===== src/design/smfs_pkg.sv =====
// Purpose: shared constants and types for the motion fault supervisor
// Assumes: 32-bit apb data, one word per register
// Notes:   offsets are byte addresses
package smfs_pkg;

    // register byte offsets
    localparam logic [7:0] SMFS_OFS_CTRL    = 8'h00;
    localparam logic [7:0] SMFS_OFS_CMD     = 8'h04;
    localparam logic [7:0] SMFS_OFS_TARGET  = 8'h08;
    localparam logic [7:0] SMFS_OFS_SECURE  = 8'h0c;
    localparam logic [7:0] SMFS_OFS_STATUS  = 8'h10;
    localparam logic [7:0] SMFS_OFS_ACTUAL  = 8'h14;
    localparam logic [7:0] SMFS_OFS_VEL     = 8'h18;
    localparam logic [7:0] SMFS_OFS_DUALVEL = 8'h1c;
    localparam logic [7:0] SMFS_OFS_SNAP    = 8'h20;

    // ctrl field positions
    localparam int SMFS_CTRL_JITTER = 0;
    localparam int SMFS_CTRL_PWMSEL = 6;
    localparam int SMFS_CTRL_SHAPE  = 8;

    // command codes, written to the command register
    localparam logic [3:0] SMFS_CMD_NONE     = 4'h0;
    localparam logic [3:0] SMFS_CMD_STATUS   = 4'h1;
    localparam logic [3:0] SMFS_CMD_SETPOS   = 4'h2;
    localparam logic [3:0] SMFS_CMD_GOSEC    = 4'h3;
    localparam logic [3:0] SMFS_CMD_CLRPOS   = 4'h4;
    localparam logic [3:0] SMFS_CMD_DUAL     = 4'h5;
    localparam logic [3:0] SMFS_CMD_HARD     = 4'h6;
    localparam logic [3:0] SMFS_CMD_SOFT     = 4'h7;
    localparam logic [3:0] SMFS_CMD_DEFAULTS = 4'h8;

    // widths and reset values
    localparam int          SMFS_POS_W       = 16;
    localparam logic [10:0] SMFS_SEC_DISABLE = 11'h400;
    localparam logic [7:0]  SMFS_VEL_RESET   = 8'h00;

    // stabilization time, 1000 us at 250 MHz
    localparam int SMFS_CLK_MHZ     = 250;
    localparam int SMFS_STAB_US     = 1000;
    localparam int SMFS_STAB_CYCLES = SMFS_STAB_US * SMFS_CLK_MHZ;

    // open coil: full duty for this many cycles
    localparam int SMFS_OPEN_US     = 200;
    localparam int SMFS_OPEN_CYCLES = SMFS_OPEN_US * SMFS_CLK_MHZ;

    // coil current level selection
    localparam logic [1:0] SMFS_AMP_OFF  = 2'b00;
    localparam logic [1:0] SMFS_AMP_HOLD = 2'b01;
    localparam logic [1:0] SMFS_AMP_RUN  = 2'b10;

    typedef enum logic [2:0]
    {
        SMFS_ST_SHUTDOWN = 3'b000,
        SMFS_ST_STOPPED  = 3'b001,
        SMFS_ST_MOVING   = 3'b010,
        SMFS_ST_DUAL     = 3'b011,
        SMFS_ST_HARD     = 3'b100,
        SMFS_ST_RAMPED   = 3'b101
    } smfs_state_type;

endpackage : smfs_pkg


===== src/design/smfs_sync.sv =====
// Purpose: two-flop synchroniser for a bus of levels
// Assumes: inputs are slow levels from outside the clock domain
// Notes:   first stage is read only by the second
`timescale 1ns/1ns
module smfs_sync
#(
    parameter int WIDTH = 1
)
(
    // clock and reset
    input  wire logic             core_clk,
    input  wire logic             rst_n,
    // levels
    input  wire logic [WIDTH-1:0] async_in,
    output logic      [WIDTH-1:0] sync_out
);

    logic [WIDTH-1:0] meta_reg;

    // two stages, cleared on reset
    always_ff @(posedge core_clk)
    begin
        if (!rst_n)
        begin
            meta_reg <= '0;
            sync_out <= '0;
        end
        else
        begin
            meta_reg <= async_in;
            sync_out <= meta_reg;
        end
    end

endmodule : smfs_sync


===== src/design/smfs_supervisor.sv =====
// Purpose: motion state and fault supervisor of a stepper driver
// Assumes: apb slave, analogue fault levels arrive asynchronously
// Notes:   step generation lives outside; this block steers it
//
// Implementation choices: the register addresses and the APB slave port.
`timescale 1ns/1ns
module smfs_supervisor
#(
    parameter int STAB_CYCLES = smfs_pkg::SMFS_STAB_CYCLES,
    parameter int OPEN_CYCLES = smfs_pkg::SMFS_OPEN_CYCLES
)
(
    // clock and reset
    input  wire logic                            core_clk,
    input  wire logic                            rst_n,
    // apb slave
    input  wire logic                            psel,
    input  wire logic                            penable,
    input  wire logic                            pwrite,
    input  wire logic [7:0]                      paddr,
    input  wire logic [31:0]                     pwdata,
    output logic      [31:0]                     prdata,
    output logic                                 pready,
    output logic                                 pslverr,
    // analogue monitors, asynchronous
    input  wire logic                            thermal_hot,
    input  wire logic                            uv2_low,
    input  wire logic                            pump_low,
    input  wire logic                            supply_reset_seen,
    input  wire logic [1:0]                      bridge_drop,
    input  wire logic [1:0]                      coil_full_duty,
    // motion engine
    input  wire logic [smfs_pkg::SMFS_POS_W-1:0] actual_position,
    input  wire logic                            decel_done,
    input  wire logic                            dual_phase_two,
    input  wire logic                            dual_done,
    // drive outputs
    output logic [1:0]                           bridge_open,
    output logic [1:0]                           amp_select,
    output logic [smfs_pkg::SMFS_POS_W-1:0]      target_position,
    output logic                                 pwm_rate_select,
    output logic                                 pwm_jitter_enable,
    output logic                                 acceleration_shape,
    output logic [2:0]                           motion_state
);
    import smfs_pkg::*;

    localparam int CW = $clog2(STAB_CYCLES + OPEN_CYCLES + 1);

    smfs_state_type state_reg;
    smfs_state_type state_next;

    logic [3:0]            mon_s;
    logic                  thermal_s;
    logic                  uv2_s;
    logic                  pump_s;
    logic                  vdd_s;
    logic [1:0]            drop_s;
    logic [1:0]            full_s;

    logic                  wr_en;
    logic                  rd_en;
    logic [3:0]            cmd;
    logic                  status_cmd;

    logic                  tsd_reg;
    logic                  uv2_reg;
    logic                  cp_reg;
    logic                  vdd_reg;
    logic                  eldef_reg;
    logic                  steploss_reg;
    logic                  stop_reg;
    logic                  status_seen_reg;
    logic                  electrical_fault_any;
    logic                  shutdown_cause;
    logic                  secure_enable;
    logic [10:0]           secure_position;
    logic [7:0]            vmax_reg;
    logic [7:0]            vmin_reg;
    logic [7:0]            dual_vmax_reg;
    logic [7:0]            dual_vmin_reg;
    logic                  shape_work_reg;
    logic [1:0]            stab_busy_reg;
    logic [CW-1:0]         stab_cnt_reg;
    logic [CW-1:0]         open_cnt_reg [2];
    logic [1:0]            open_flag;
    logic [31:0]           snap_reg;

    // fault monitors pass two flops before use
    smfs_sync #(.WIDTH(4)) u_sync_lvl
    (
        .core_clk (core_clk),
        .rst_n    (rst_n),
        .async_in ({thermal_hot, uv2_low, pump_low, supply_reset_seen}),
        .sync_out (mon_s)
    );

    smfs_sync #(.WIDTH(4)) u_sync_coil
    (
        .core_clk (core_clk),
        .rst_n    (rst_n),
        .async_in ({bridge_drop, coil_full_duty}),
        .sync_out ({drop_s, full_s})
    );

    assign thermal_s = mon_s[3];
    assign uv2_s     = mon_s[2];
    assign pump_s    = mon_s[1];
    assign vdd_s     = mon_s[0];

    // apb decode: zero wait state, errors on unmapped
    assign wr_en      = psel && penable && pwrite;
    assign rd_en      = psel && !penable && !pwrite;
    assign cmd        = (wr_en && paddr == SMFS_OFS_CMD) ? pwdata[3:0] : SMFS_CMD_NONE;
    assign status_cmd = (cmd == SMFS_CMD_STATUS);

    function automatic logic mapped(input logic [7:0] a);
        mapped = (a <= SMFS_OFS_SNAP) && (a[1:0] == 2'b00);
    endfunction : mapped

    assign electrical_fault_any = cp_reg | uv2_reg | eldef_reg | vdd_reg;
    assign shutdown_cause = tsd_reg | uv2_reg | eldef_reg | cp_reg;
    assign secure_enable = (secure_position != SMFS_SEC_DISABLE);

    // sticky flags; live condition wins over the clear
    always_ff @(posedge core_clk)
    begin
        if (!rst_n)
        begin
            tsd_reg   <= 1'b0;
            uv2_reg   <= 1'b0;
            cp_reg    <= 1'b0;
            vdd_reg   <= 1'b1;
            eldef_reg <= 1'b0;
        end
        else
        begin
            tsd_reg   <= thermal_s | (tsd_reg & ~status_cmd);
            uv2_reg   <= uv2_s | (uv2_reg & ~status_cmd);
            cp_reg    <= pump_s | (cp_reg & ~status_cmd);
            vdd_reg   <= vdd_s | (vdd_reg & ~status_cmd);
            // coil defect from drop or open coil
            eldef_reg <= (|drop_s) | (|open_flag) | (eldef_reg & ~status_cmd);
        end
    end

    genvar gi;
    generate
        for (gi = 0; gi < 2; gi++)
        begin : g_open
            assign open_flag[gi] = (open_cnt_reg[gi] == CW'(OPEN_CYCLES));
            always_ff @(posedge core_clk)
            begin
                if (!rst_n || !full_s[gi])
                    open_cnt_reg[gi] <= '0;
                else if (!open_flag[gi])
                    open_cnt_reg[gi] <= open_cnt_reg[gi] + 1'b1;
            end
        end
    endgenerate

    // step loss, cleared only by status read; set wins
    always_ff @(posedge core_clk)
    begin
        if (!rst_n)
            steploss_reg <= 1'b0;
        else if ((pump_s && (state_reg == SMFS_ST_MOVING || state_reg == SMFS_ST_DUAL))
                 || (cmd == SMFS_CMD_HARD && state_reg != SMFS_ST_STOPPED
                     && state_reg != SMFS_ST_SHUTDOWN))
            steploss_reg <= 1'b1;   // lost steps mid motion
        else if (status_cmd)
            steploss_reg <= 1'b0;
    end

    // status read latch for shutdown exit
    always_ff @(posedge core_clk)
    begin
        if (!rst_n)
            status_seen_reg <= 1'b0;
        else if (state_reg != SMFS_ST_SHUTDOWN)
            status_seen_reg <= 1'b0;
        else if (status_cmd)
            status_seen_reg <= 1'b1;
    end

    // state transitions
    always_comb
    begin
        state_next = state_reg;
        case (state_reg)
            SMFS_ST_SHUTDOWN:
                // exit needs read and no causes
                if (status_seen_reg && !tsd_reg && !electrical_fault_any && !thermal_s)
                    state_next = SMFS_ST_STOPPED;
            SMFS_ST_STOPPED:
                if (shutdown_cause)
                    state_next = SMFS_ST_SHUTDOWN;
                else if (cmd == SMFS_CMD_DUAL)
                    state_next = SMFS_ST_DUAL;
                else if (!stop_reg && actual_position != target_position)
                    state_next = SMFS_ST_MOVING;
            SMFS_ST_MOVING, SMFS_ST_DUAL:
                if (pump_s || uv2_reg || eldef_reg || cmd == SMFS_CMD_HARD)
                    state_next = SMFS_ST_HARD;
                else if (tsd_reg || cmd == SMFS_CMD_SOFT)
                    state_next = SMFS_ST_RAMPED;
                else if ((state_reg == SMFS_ST_MOVING && decel_done) || dual_done)
                    state_next = SMFS_ST_STOPPED;
            SMFS_ST_HARD, SMFS_ST_RAMPED:
                if (decel_done)
                    state_next = SMFS_ST_STOPPED;
            default:
                state_next = SMFS_ST_SHUTDOWN;
        endcase
    end

    always_ff @(posedge core_clk)
    begin
        if (!rst_n)
            state_reg <= SMFS_ST_SHUTDOWN;  // shutdown after reset
        else
            state_reg <= state_next;
    end

    always_ff @(posedge core_clk)
    begin
        if (!rst_n)
            stop_reg <= 1'b0;
        else if ((state_reg == SMFS_ST_HARD || state_reg == SMFS_ST_RAMPED)
                 && state_next != state_reg)
            stop_reg <= 1'b1;
        else if (state_reg == SMFS_ST_STOPPED)
            stop_reg <= 1'b0;
    end

    // target position updates
    always_ff @(posedge core_clk)
    begin
        if (!rst_n)
            target_position <= '0;
        // copy actual on every cycle the next state is shutdown, and at halt end
        else if (state_next == SMFS_ST_SHUTDOWN
                 || ((state_reg == SMFS_ST_HARD || state_reg == SMFS_ST_RAMPED)
                     && state_next == SMFS_ST_STOPPED))
            target_position <= actual_position;
        else if (cmd == SMFS_CMD_CLRPOS
                 && (state_reg == SMFS_ST_STOPPED || state_reg == SMFS_ST_SHUTDOWN))
            target_position <= '0;
        else if (!steploss_reg && cmd == SMFS_CMD_SETPOS
                 && (state_reg == SMFS_ST_STOPPED || state_reg == SMFS_ST_MOVING))
            target_position <= pwdata[31:16];
        else if (!steploss_reg && cmd == SMFS_CMD_GOSEC && secure_enable
                 && (state_reg == SMFS_ST_STOPPED || state_reg == SMFS_ST_MOVING))
            target_position <= {{(SMFS_POS_W-11){secure_position[10]}}, secure_position};
    end

    // parameter writes; values take effect at once, even mid move
    always_ff @(posedge core_clk)
    begin
        if (!rst_n)
        begin
            pwm_rate_select   <= 1'b0;
            pwm_jitter_enable <= 1'b0;
            shape_work_reg    <= 1'b0;
            secure_position   <= SMFS_SEC_DISABLE;
            vmax_reg          <= SMFS_VEL_RESET;
            vmin_reg          <= SMFS_VEL_RESET;
        end
        else if (cmd == SMFS_CMD_DEFAULTS)
        begin
            pwm_rate_select   <= 1'b0;
            pwm_jitter_enable <= 1'b0;
            shape_work_reg    <= 1'b0;
        end
        else if (wr_en && paddr == SMFS_OFS_CTRL)
        begin
            pwm_rate_select   <= pwdata[SMFS_CTRL_PWMSEL];
            pwm_jitter_enable <= pwdata[SMFS_CTRL_JITTER];
            shape_work_reg    <= pwdata[SMFS_CTRL_SHAPE];
        end
        else if (wr_en && paddr == SMFS_OFS_SECURE)
            secure_position <= pwdata[10:0];
        else if (wr_en && paddr == SMFS_OFS_VEL)
        begin
            vmax_reg <= pwdata[7:0];
            vmin_reg <= pwdata[15:8];
        end
    end

    // private dual set, copied at sequence start
    always_ff @(posedge core_clk)
    begin
        if (!rst_n)
        begin
            dual_vmax_reg <= SMFS_VEL_RESET;
            dual_vmin_reg <= SMFS_VEL_RESET;
        end
        else if (state_reg == SMFS_ST_STOPPED && state_next == SMFS_ST_DUAL)
        begin
            dual_vmax_reg <= (pwdata[15:8] != 8'h00) ? pwdata[15:8] : vmax_reg;
            dual_vmin_reg <= (pwdata[23:16] != 8'h00) ? pwdata[23:16] : vmin_reg;
        end
    end

    // shape forced during second dual motion
    always_ff @(posedge core_clk)
    begin
        if (!rst_n)
            acceleration_shape <= 1'b0;
        else
            acceleration_shape <= (state_reg == SMFS_ST_DUAL && dual_phase_two)
                                  | shape_work_reg;
    end

    always_ff @(posedge core_clk)
    begin
        if (!rst_n)
        begin
            stab_busy_reg <= 2'b00;
            stab_cnt_reg  <= '0;
        end
        else if (state_next == SMFS_ST_MOVING || state_next == SMFS_ST_DUAL)
            stab_busy_reg <= 2'b00;
        else if (state_reg != SMFS_ST_STOPPED && state_next == SMFS_ST_STOPPED
                 && state_reg != SMFS_ST_SHUTDOWN)
        begin
            stab_busy_reg <= 2'b01;
            stab_cnt_reg  <= CW'(STAB_CYCLES - 1);
        end
        else if (stab_busy_reg == 2'b01)
        begin
            if (stab_cnt_reg == '0)
                stab_busy_reg <= 2'b00;
            else
                stab_cnt_reg <= stab_cnt_reg - 1'b1;
        end
    end

    always_ff @(posedge core_clk)
    begin
        if (!rst_n)
        begin
            bridge_open <= 2'b11;
            amp_select  <= SMFS_AMP_OFF;
        end
        else
        begin
            bridge_open <= (state_next == SMFS_ST_SHUTDOWN) ? 2'b11 : drop_s;
            if (state_next == SMFS_ST_SHUTDOWN)
                amp_select <= SMFS_AMP_OFF;
            else if (state_next == SMFS_ST_MOVING || state_next == SMFS_ST_DUAL)
                amp_select <= SMFS_AMP_RUN;
            else if (state_next == SMFS_ST_STOPPED && stab_busy_reg == 2'b00
                     && state_reg == SMFS_ST_STOPPED)
                amp_select <= SMFS_AMP_HOLD;
        end
    end

    always_ff @(posedge core_clk)
    begin
        if (!rst_n)
            snap_reg <= '0;
        else if (status_cmd)
            snap_reg <= {vmin_reg, vmax_reg, 8'h00, tsd_reg, uv2_reg, cp_reg, vdd_reg,
                         eldef_reg, steploss_reg, electrical_fault_any, pwm_jitter_enable};
    end

    // bus answers in every state, read data in setup
    always_ff @(posedge core_clk)
    begin
        if (!rst_n)
        begin
            prdata  <= '0;
            pready  <= 1'b0;
            pslverr <= 1'b0;
        end
        else
        begin
            pready  <= psel && !penable;
            pslverr <= psel && !penable && !mapped(paddr);
            if (rd_en)
            begin
                case (paddr)
                    SMFS_OFS_CTRL:    prdata <= {23'h0, shape_work_reg, 1'b0,
                                                 pwm_rate_select, 5'h0, pwm_jitter_enable};
                    SMFS_OFS_TARGET:  prdata <= {target_position, 16'h0000};
                    SMFS_OFS_SECURE:  prdata <= {20'h0_0000, secure_enable, secure_position};
                    SMFS_OFS_STATUS:  prdata <= {21'h0, stop_reg, state_reg, tsd_reg, uv2_reg,
                                                 cp_reg, vdd_reg, eldef_reg, steploss_reg,
                                                 electrical_fault_any};
                    SMFS_OFS_ACTUAL:  prdata <= {16'h0000, actual_position};
                    SMFS_OFS_VEL:     prdata <= {16'h0000, vmin_reg, vmax_reg};
                    SMFS_OFS_DUALVEL: prdata <= {16'h0000, dual_vmin_reg, dual_vmax_reg};
                    SMFS_OFS_SNAP:    prdata <= snap_reg;
                    default:          prdata <= '0;
                endcase
            end
        end
    end

    // state seen outside for the step engine
    always_ff @(posedge core_clk)
    begin
        if (!rst_n)
            motion_state <= 3'b000;
        else
            motion_state <= state_next;
    end

endmodule : smfs_supervisor


===== config.mk =====
export PLATFORM = sky130hd
export DESIGN_NAME = smfs_supervisor
export DESIGN_NICKNAME = d
export VERILOG_FILES = /design/src/design/smfs_pkg.sv /design/src/design/smfs_sync.sv /design/src/design/smfs_supervisor.sv
export SDC_FILE = /design/constraint.sdc
export NUM_CORES = 1
export LEC_CHECK = 0
export BUFFER_PORTS_ARGS = -buffer_cell sky130_fd_sc_hd__buf_2
export CAP_MARGIN = 40
export CORE_AREA = 5 5 108 185
export DETAILED_ROUTE_END_ITERATION = 8
export DIE_AREA = 0 0 113 190
export MAX_ROUTING_LAYER = met4
export PLACE_DENSITY = 0.78
export SYNTH_ARGS = -nofsm -noshare
export SYNTH_HDL_FRONTEND = slang
export SYNTH_SLANG_ARGS = --single-unit

===== constraint.sdc =====
create_clock -name core_clk -period 4.7 [get_ports core_clk]
set_input_delay 0 -clock core_clk [delete_from_list [all_inputs] [get_ports core_clk]]
set_output_delay 0 -clock core_clk [all_outputs]
set_load 0.03 [all_outputs]

==> metrics.cfg, run 1 <==
[timing]
tightestPinTransition_ps=927.1
setup_viol=0
tns_ps=0
final.setup_skew_ps=22.97
hold_violations=0
layout_worst_path_cycle_share_pct=74.85
final.min_clock_period_ps=3518
drv_slew=0
max_freq_mhz=284.3
maxSlewHeadroom_pct=37.66
rsz0062_at_grt=false

[grt]
antenna_found_initial=4
grt_overflow=0
grtUsageTotal_pct=29.96
grt_start_max_net_pins=77
grt_pass1_wl_um=49740
grt_pass1_vias=9235

[floorplanning]
initial_core_util_pct=53.33
rows=66
io_pins=132
core_area_um2=18420
die-area_um2=21470
die_w_um=113
die_y_um=190

[power]
p_leak_nw=4.468
clockPowerShare_pct=42.1
switching_share_pct=24.21
power.density_nw_per_um2=315.2
p_int_mw=2.847
ir_worst_vdd_uv=286.9
p_sw_mw=0.9094
p_comb_share_pct=7.8
power_frac_seq_pct=50.0

[synthesis]
yosysWarnings=0
syn_avg_cell_area_um2=8.928
synth.distinct_cells=75
synth_edf_count=38
seq_area_frac_synth_pct=46.68
synth_ff_type=dfxtp_1
syn-num-nets=1177
synthesis.area_um2=9821
ys_seq_elements=210
synth_cells=1100
async_flop_share_pct=0

[drt]
wl_per_cell_um=21.28
via_per_inst=6.182
drt-pass1-iter-count=8
vias=9396
drcViolationCount=0
ant_nets=0
drtIter0Drc=958
wirelength_um=32340

[cells_and_area]
synthToLayoutAreaGrowth_pct=21.37
stdcell_area_um2=11920
drive_gt1_share_pct=16.28
final_util_pct=64.72
final_nets=1341
largest_register_ffs=38

[worst_setup_path]
crit_arrival_ps=3900
critPathKind=flop to flop
cp.required_ps=5080
r2r_start=motion_state[1]
crit_start=motion_state[1]
path_max_fanout=32
critPathLaunchType=flop
cp-end-kind=flop

[clock_tree]
post_cts_buffers=0
cts_buffers=20
cts.sinks=210
root_buffer=clkbuf_16
clk_latency_ps=520
clk_pin_slew_ps=70
clk_path_buf_depth=3
cts_tree=yes
h-tree-depth=1
post_cts_resized=0
ctsHoldBuffers=61

[placement]
port_buffers=131
placedInstanceArea_um2=10670
gp_congestion=0.9530
place_hpwl_um=22650

[hold_path]
hold_path.class=input pin to flop
hp-start=pwdata[25]

[outcome]
run_status=finished, final reports clean

[run]
maxCapViolations=0

==> logic make-up after synthesis <==
| family | Yosys count | share of synthesized area [%] |
|---|---|---|
| simple gates | 432 | 22.13 |
| buf+inv | 85 | 3.707 |
| mux | 33 | 3.453 |
| flops | 210 | 46.68 |
| compound gates | 274 | 17.95 |
| fa+ha+maj | 5 | 0.6370 |
| xor+xnor | 61 | 5.440 |
==> per-stage QoR <==
step           hold WS, ps  cells  setup WS [ps]  total power, mW
2_1_floorplan        84.24   1100           2102            2.058
3_3_place_gp         204.2   1412           1769            2.164
3_5_place_dp         209.0   1419           1787            2.167
4_1_cts              3.529   1516           1296            3.767
5_1_grt              27.91   1520          995.5            3.863
6_report             2.947   1520           1182            3.756
==> path summary, 6_finish.rpt <==
check | end | slack (ps) | cells after the start
setup reg to reg | target_position[12] | 1180 | 9
hold reg to reg | vdd_reg | 420 | 1
hold / removal | target_position[9] | 3 | 4
setup / recovery | target_position[12] | 1180 | 9
==> power by group through the flow <==
stage                     clock network, mW  logic, mW  registers, mW
after floorplan                           0      0.104           1.95
after global placement                    0      0.248           1.92
after detailed placement                  0      0.249           1.92
after CTS                              1.60      0.289           1.88
after global routing                   1.67      0.313           1.88
final                                  1.58      0.294           1.88
==> per-layer routing <==
metal  wire [um]  vias to the layer above  GRT usage, %
met5           0                        -             -
met4        2771                        0         20.78
met3        1879                      159         3.819
met2       16220                      443         51.32
met1       11460                     4456         31.66
li1            -                     4338             -
==> critical path: stages, from the launching register on <==
cell and delay, ps:
dfxtp_1 610, nor2b_1 350, a2111o_1 200, mux2i_1 70
o31ai_1 790, o41ai_4 150, buf_4 280, o31ai_1 320
a21oi_1 70, dlygate4sd3_1 560
==> area by class of cell <==
class	count	area, um2
sequential	210	4584
clock buffer	26	543.0
clock inverter	10	88.84
timing repair buffer	209	1421
inverter	18	68.82
multi-input combinational	805	4905
fill	1550	6496
antenna	4	10.01
tap	238	297.8
==> cells in the final DEF, fill, tap and decap left out, types with 11 or more instances in the layout <==
cell	count
nand2_1	102
or3_1	12
inv_1	16
nor3_1	27
nor2_1	125
a31oi_1	12
o21ai_0	47
clkbuf_16	20
a21oi_1	100
and2_1	21
mux2i_1	26
nor4_1	17
dlygate4sd3_1	61
buf_4	11
buf_2	132
a221oi_1	19
xnor2_1	36
xor2_1	25
dfxtp_1	172
edfxtp_1	38
a222oi_1	12
nand4_1	14
o31ai_1	18
a211oi_1	23
nand3_1	47
==> synth_stat cells, drive strengths merged, types with 7 or more instances <==
master    n  area, um2
buf      17      108.9
edfxtp   38       1141
a21o     10      75.07
or3      13      86.33
xnor2    36      315.3
dfxtp   172       3443
nand3    47      235.2
inv      17      63.81
nand4    14      87.58
nor3     27      135.1
a31oi    12      75.07
nor4     21      165.2
or2      10      62.56
nor4b     8      76.32
a21oi   101      509.2
xor2     25      219.0
and3      8      50.05
o21ai    51      255.3
a22oi     8      60.06
or4      11      86.33
clkbuf   50      187.7
o31ai    18      135.1
mux2i    26      260.3
a222oi   12      120.1
nand2   102      382.9
mux2      7      78.83
a221oi   19      166.4
and2     22      137.6
nor2    127      493.0
a211oi   24      180.2
Note: power is estimated with default switching activity, not from simulation.
==> inputs of run 2 (changes only) <==
--- a/config.mk
+++ b/config.mk
@@ -7,9 +7,9 @@
 export LEC_CHECK = 0
 export BUFFER_PORTS_ARGS = -buffer_cell sky130_fd_sc_hd__buf_2
 export CAP_MARGIN = 40
-export CORE_AREA = 5 5 108 185
+export CORE_AREA = 5 5 110 190
 export DETAILED_ROUTE_END_ITERATION = 8
-export DIE_AREA = 0 0 113 190
+export DIE_AREA = 0 0 115 195
 export MAX_ROUTING_LAYER = met4
 export PLACE_DENSITY = 0.78
 export SYNTH_ARGS = -nofsm -noshare
==> constraint.sdc (replaced) <==
create_clock -name core_clk -period 3 [get_ports core_clk]
set_input_delay 0 -clock core_clk [delete_from_list [all_inputs] [get_ports core_clk]]
set_output_delay 0 -clock core_clk [all_outputs]
set_load 0.03 [all_outputs]
==> metrics.cfg, run 2 (same netlist as run 1, synthesis figures left out) <==
[timing]
setup_viol=0  ; unchanged
tns_ps=0  ; unchanged
hold_violations=0  ; unchanged
tightestPinTransition_ps=968.6  ; was 927.1 ps
maxSlewHeadroom_pct=35.39  ; was 37.66%
rsz0062_at_grt=false  ; unchanged
drv_slew=0  ; unchanged
final.setup_skew_ps=13.16  ; was 22.97 ps
final.min_clock_period_ps=2685  ; was 3518 ps
layout_worst_path_cycle_share_pct=89.51  ; was 74.85%
whs_ps=33.63  ; was 2.947 ps
max_freq_mhz=372.4  ; was 284.3 MHz

[floorplanning]
die_y_um=195  ; was 190 um
die_w_um=115  ; was 113 um
die-area_um2=22430  ; was 21470 um2
core_area_um2=19110  ; was 18420 um2
rows=67  ; was 66
io_pins=132  ; unchanged
initial_core_util_pct=51.38  ; was 53.33%

[worst_setup_path]
crit_arrival_ps=3050  ; was 3900 ps
slowest_delay_ps=610  ; was 790 ps
r2r_slack_ps=310  ; was 1180 ps
cp-end-kind=flop  ; unchanged
r2r_start=stab_cnt_reg[3]  ; was motion_state[1]
reg2reg_depth=7  ; was 9
crit_path_cell_trace=or4_1, nor4b_1, nand4bb_1, nand3_1, or3_1, mux2i_1, nand3_1  ; was nor2b_1, a2111o_1, mux2i_1, o31ai_1, o41ai_4, buf_4, o31ai_1, a21oi_1, dlygate4sd3_1
path_max_fanout=11  ; was 32
critPathLaunchType=flop  ; unchanged
critPathKind=flop to flop  ; unchanged
r2r_end=stab_cnt_reg[15]  ; was target_position[12]
cp.required_ps=3360  ; was 5080 ps
cp_slowest_cell=or4_1  ; was o31ai_1
path_common_cell=nand3_1  ; was o31ai_1

[clock_tree]
cts_tree=yes  ; unchanged
cts_buffers=20  ; unchanged
clk_path_buf_depth=3  ; unchanged
post_cts_resized=0  ; unchanged
clk_latency_ps=500  ; was 520 ps
cts.sinks=210  ; unchanged
root_buffer=clkbuf_16  ; unchanged
clk_pin_slew_ps=70  ; about the same
h-tree-depth=1  ; unchanged

[outcome]
run_status=finished, final reports clean  ; unchanged

[cells_and_area]
final_cell_mix=dfxtp_1 (172), buf_2 (131), nor2_1 (125)  ; was dfxtp_1 (172), buf_2 (132), nor2_1 (125)
synthToLayoutAreaGrowth_pct=22.93  ; was 21.37%
stdcell_area_um2=12070  ; was 11920 um2
instances_no_fill=1534  ; was 1520
ff_latch_area_um2=4584  ; unchanged
final_nets=1355  ; was 1341
multi_input_area_um2=4905  ; unchanged
drive_gt1_share_pct=17.27  ; was 16.28%
final_common_cell=dfxtp_1  ; unchanged
largest_register_ffs=38  ; unchanged
fillCellCount=1602  ; was 1550

[hold_path]
hold_path.class=input pin to flop  ; unchanged
hold_depth=4  ; unchanged
hp-start=pwdata[25]  ; unchanged
hold_path_end=target_position[9]  ; unchanged

[power]
ir_worst_vdd_uv=489.4  ; was 286.9 uV
finalPower_mw=6.019  ; was 3.756 mW
p_int_mw=4.620  ; was 2.847 mW
p_sw_mw=1.399  ; was 0.9094 mW
p_leak_nw=4.549  ; was 4.468 nW
power_frac_seq_pct=48.9  ; was 50.0%
p_comb_share_pct=7.7  ; was 7.8%
clockPowerShare_pct=43.4  ; was 42.1%
power.density_nw_per_um2=498.6  ; was 315.2 nW/um2
switching_share_pct=23.24  ; was 24.21%

[placement]
numPlacedInstances=1436  ; was 1419
port_buffers=131  ; unchanged
place_hpwl_um=22780  ; was 22650 um
placedInstanceArea_um2=10790  ; was 10670 um2
gp_congestion=0.9744  ; was 0.9530

[grt]
grt_pass1_vias=9316  ; was 9235
grt_start_max_net_pins=62  ; was 77
antenna_found_initial=2  ; was 4
grtUsageTotal_pct=28.57  ; was 29.96%
grt_pass1_wl_um=49620  ; was 49740 um
grt_overflow=0  ; unchanged

[drt]
wl_per_cell_um=20.79  ; was 21.28 um
wirelength_um=31900  ; was 32340 um
drcViolationCount=0  ; unchanged
drt-pass1-iter-count=7  ; was 8
via_per_inst=6.190  ; was 6.182
ant_nets=0  ; unchanged
vias=9495  ; was 9396
drtIter0Drc=1023  ; was 958

[run]
maxCapViolations=0  ; unchanged

[run 2: what timing repair did]
item,in CTS,in global routing
buffers inserted,0,0
hold buffers,61,0
setup endpoints to repair,0,0
endpoints found under the hold margin,84,0
[run 2: stage by stage]
stage | utilization (%) | setup WS (ps)
6_report | 63.16 | 314.7
5_1_grt | 63.16 | 102.2
4_1_cts | 63.14 | 337.1
3_5_place_dp | 56.43 | 356.8
3_3_place_gp | 56.43 | 432.2
2_1_floorplan | - | 402.2
[run 2: worst max-delay path, delay by kind of cell, from the launching register on]
| family | cells | cell delay [ps] |
|---|---|---|
| simple gates | 6 | 2020 |
| flops | 1 | 340 |
| mux | 1 | 200 |
[run 2: power groups by stage]
stage | clock [mW] | sequential (mW) | combinational [mW]
floorplan | 0 | 3.06 | 0.163
global placement | 0 | 3.00 | 0.393
detailed placement | 0 | 3.01 | 0.396
CTS | 2.62 | 2.94 | 0.457
global route | 2.75 | 2.95 | 0.492
finish | 2.61 | 2.94 | 0.464
[run 2: routing by layer]
layer  routed length, um  track usage (%)  vias up
li1                    -                -     4357
met1               10900            30.39     4450
met2               15810            47.29      513
met3                2294            3.871      175
met4                2894            21.32        0
met5                   0                -        -
[run 2: cell type report]
| type | instances | area share, % |
|---|---|---|
| multi-input cells | 805 | 40.63 |
| flip-flops and latches | 210 | 37.97 |
| repair buffers | 223 | 12.73 |
| clock buffers | 27 | 4.798 |
| well taps | 241 | 2.498 |
| clock inverters | 8 | 0.7669 |
| inverters | 18 | 0.5700 |
| diodes | 2 | 0.04146 |
[run 2: how the worst max path moves through the flow]
stage               slack, ps           startpoint               end  cells after the start
global route              100      stab_cnt_reg[3]   stab_cnt_reg[3]                      7
finish                    310      stab_cnt_reg[3]  stab_cnt_reg[15]                      7
floorplan                 400  target_position[14]  stab_cnt_reg[10]                      8
detailed placement        360      stab_cnt_reg[3]  stab_cnt_reg[15]                      7
global placement          430  target_position[10]  stab_cnt_reg[13]                      7
CTS                       340      stab_cnt_reg[3]  stab_cnt_reg[15]                      7
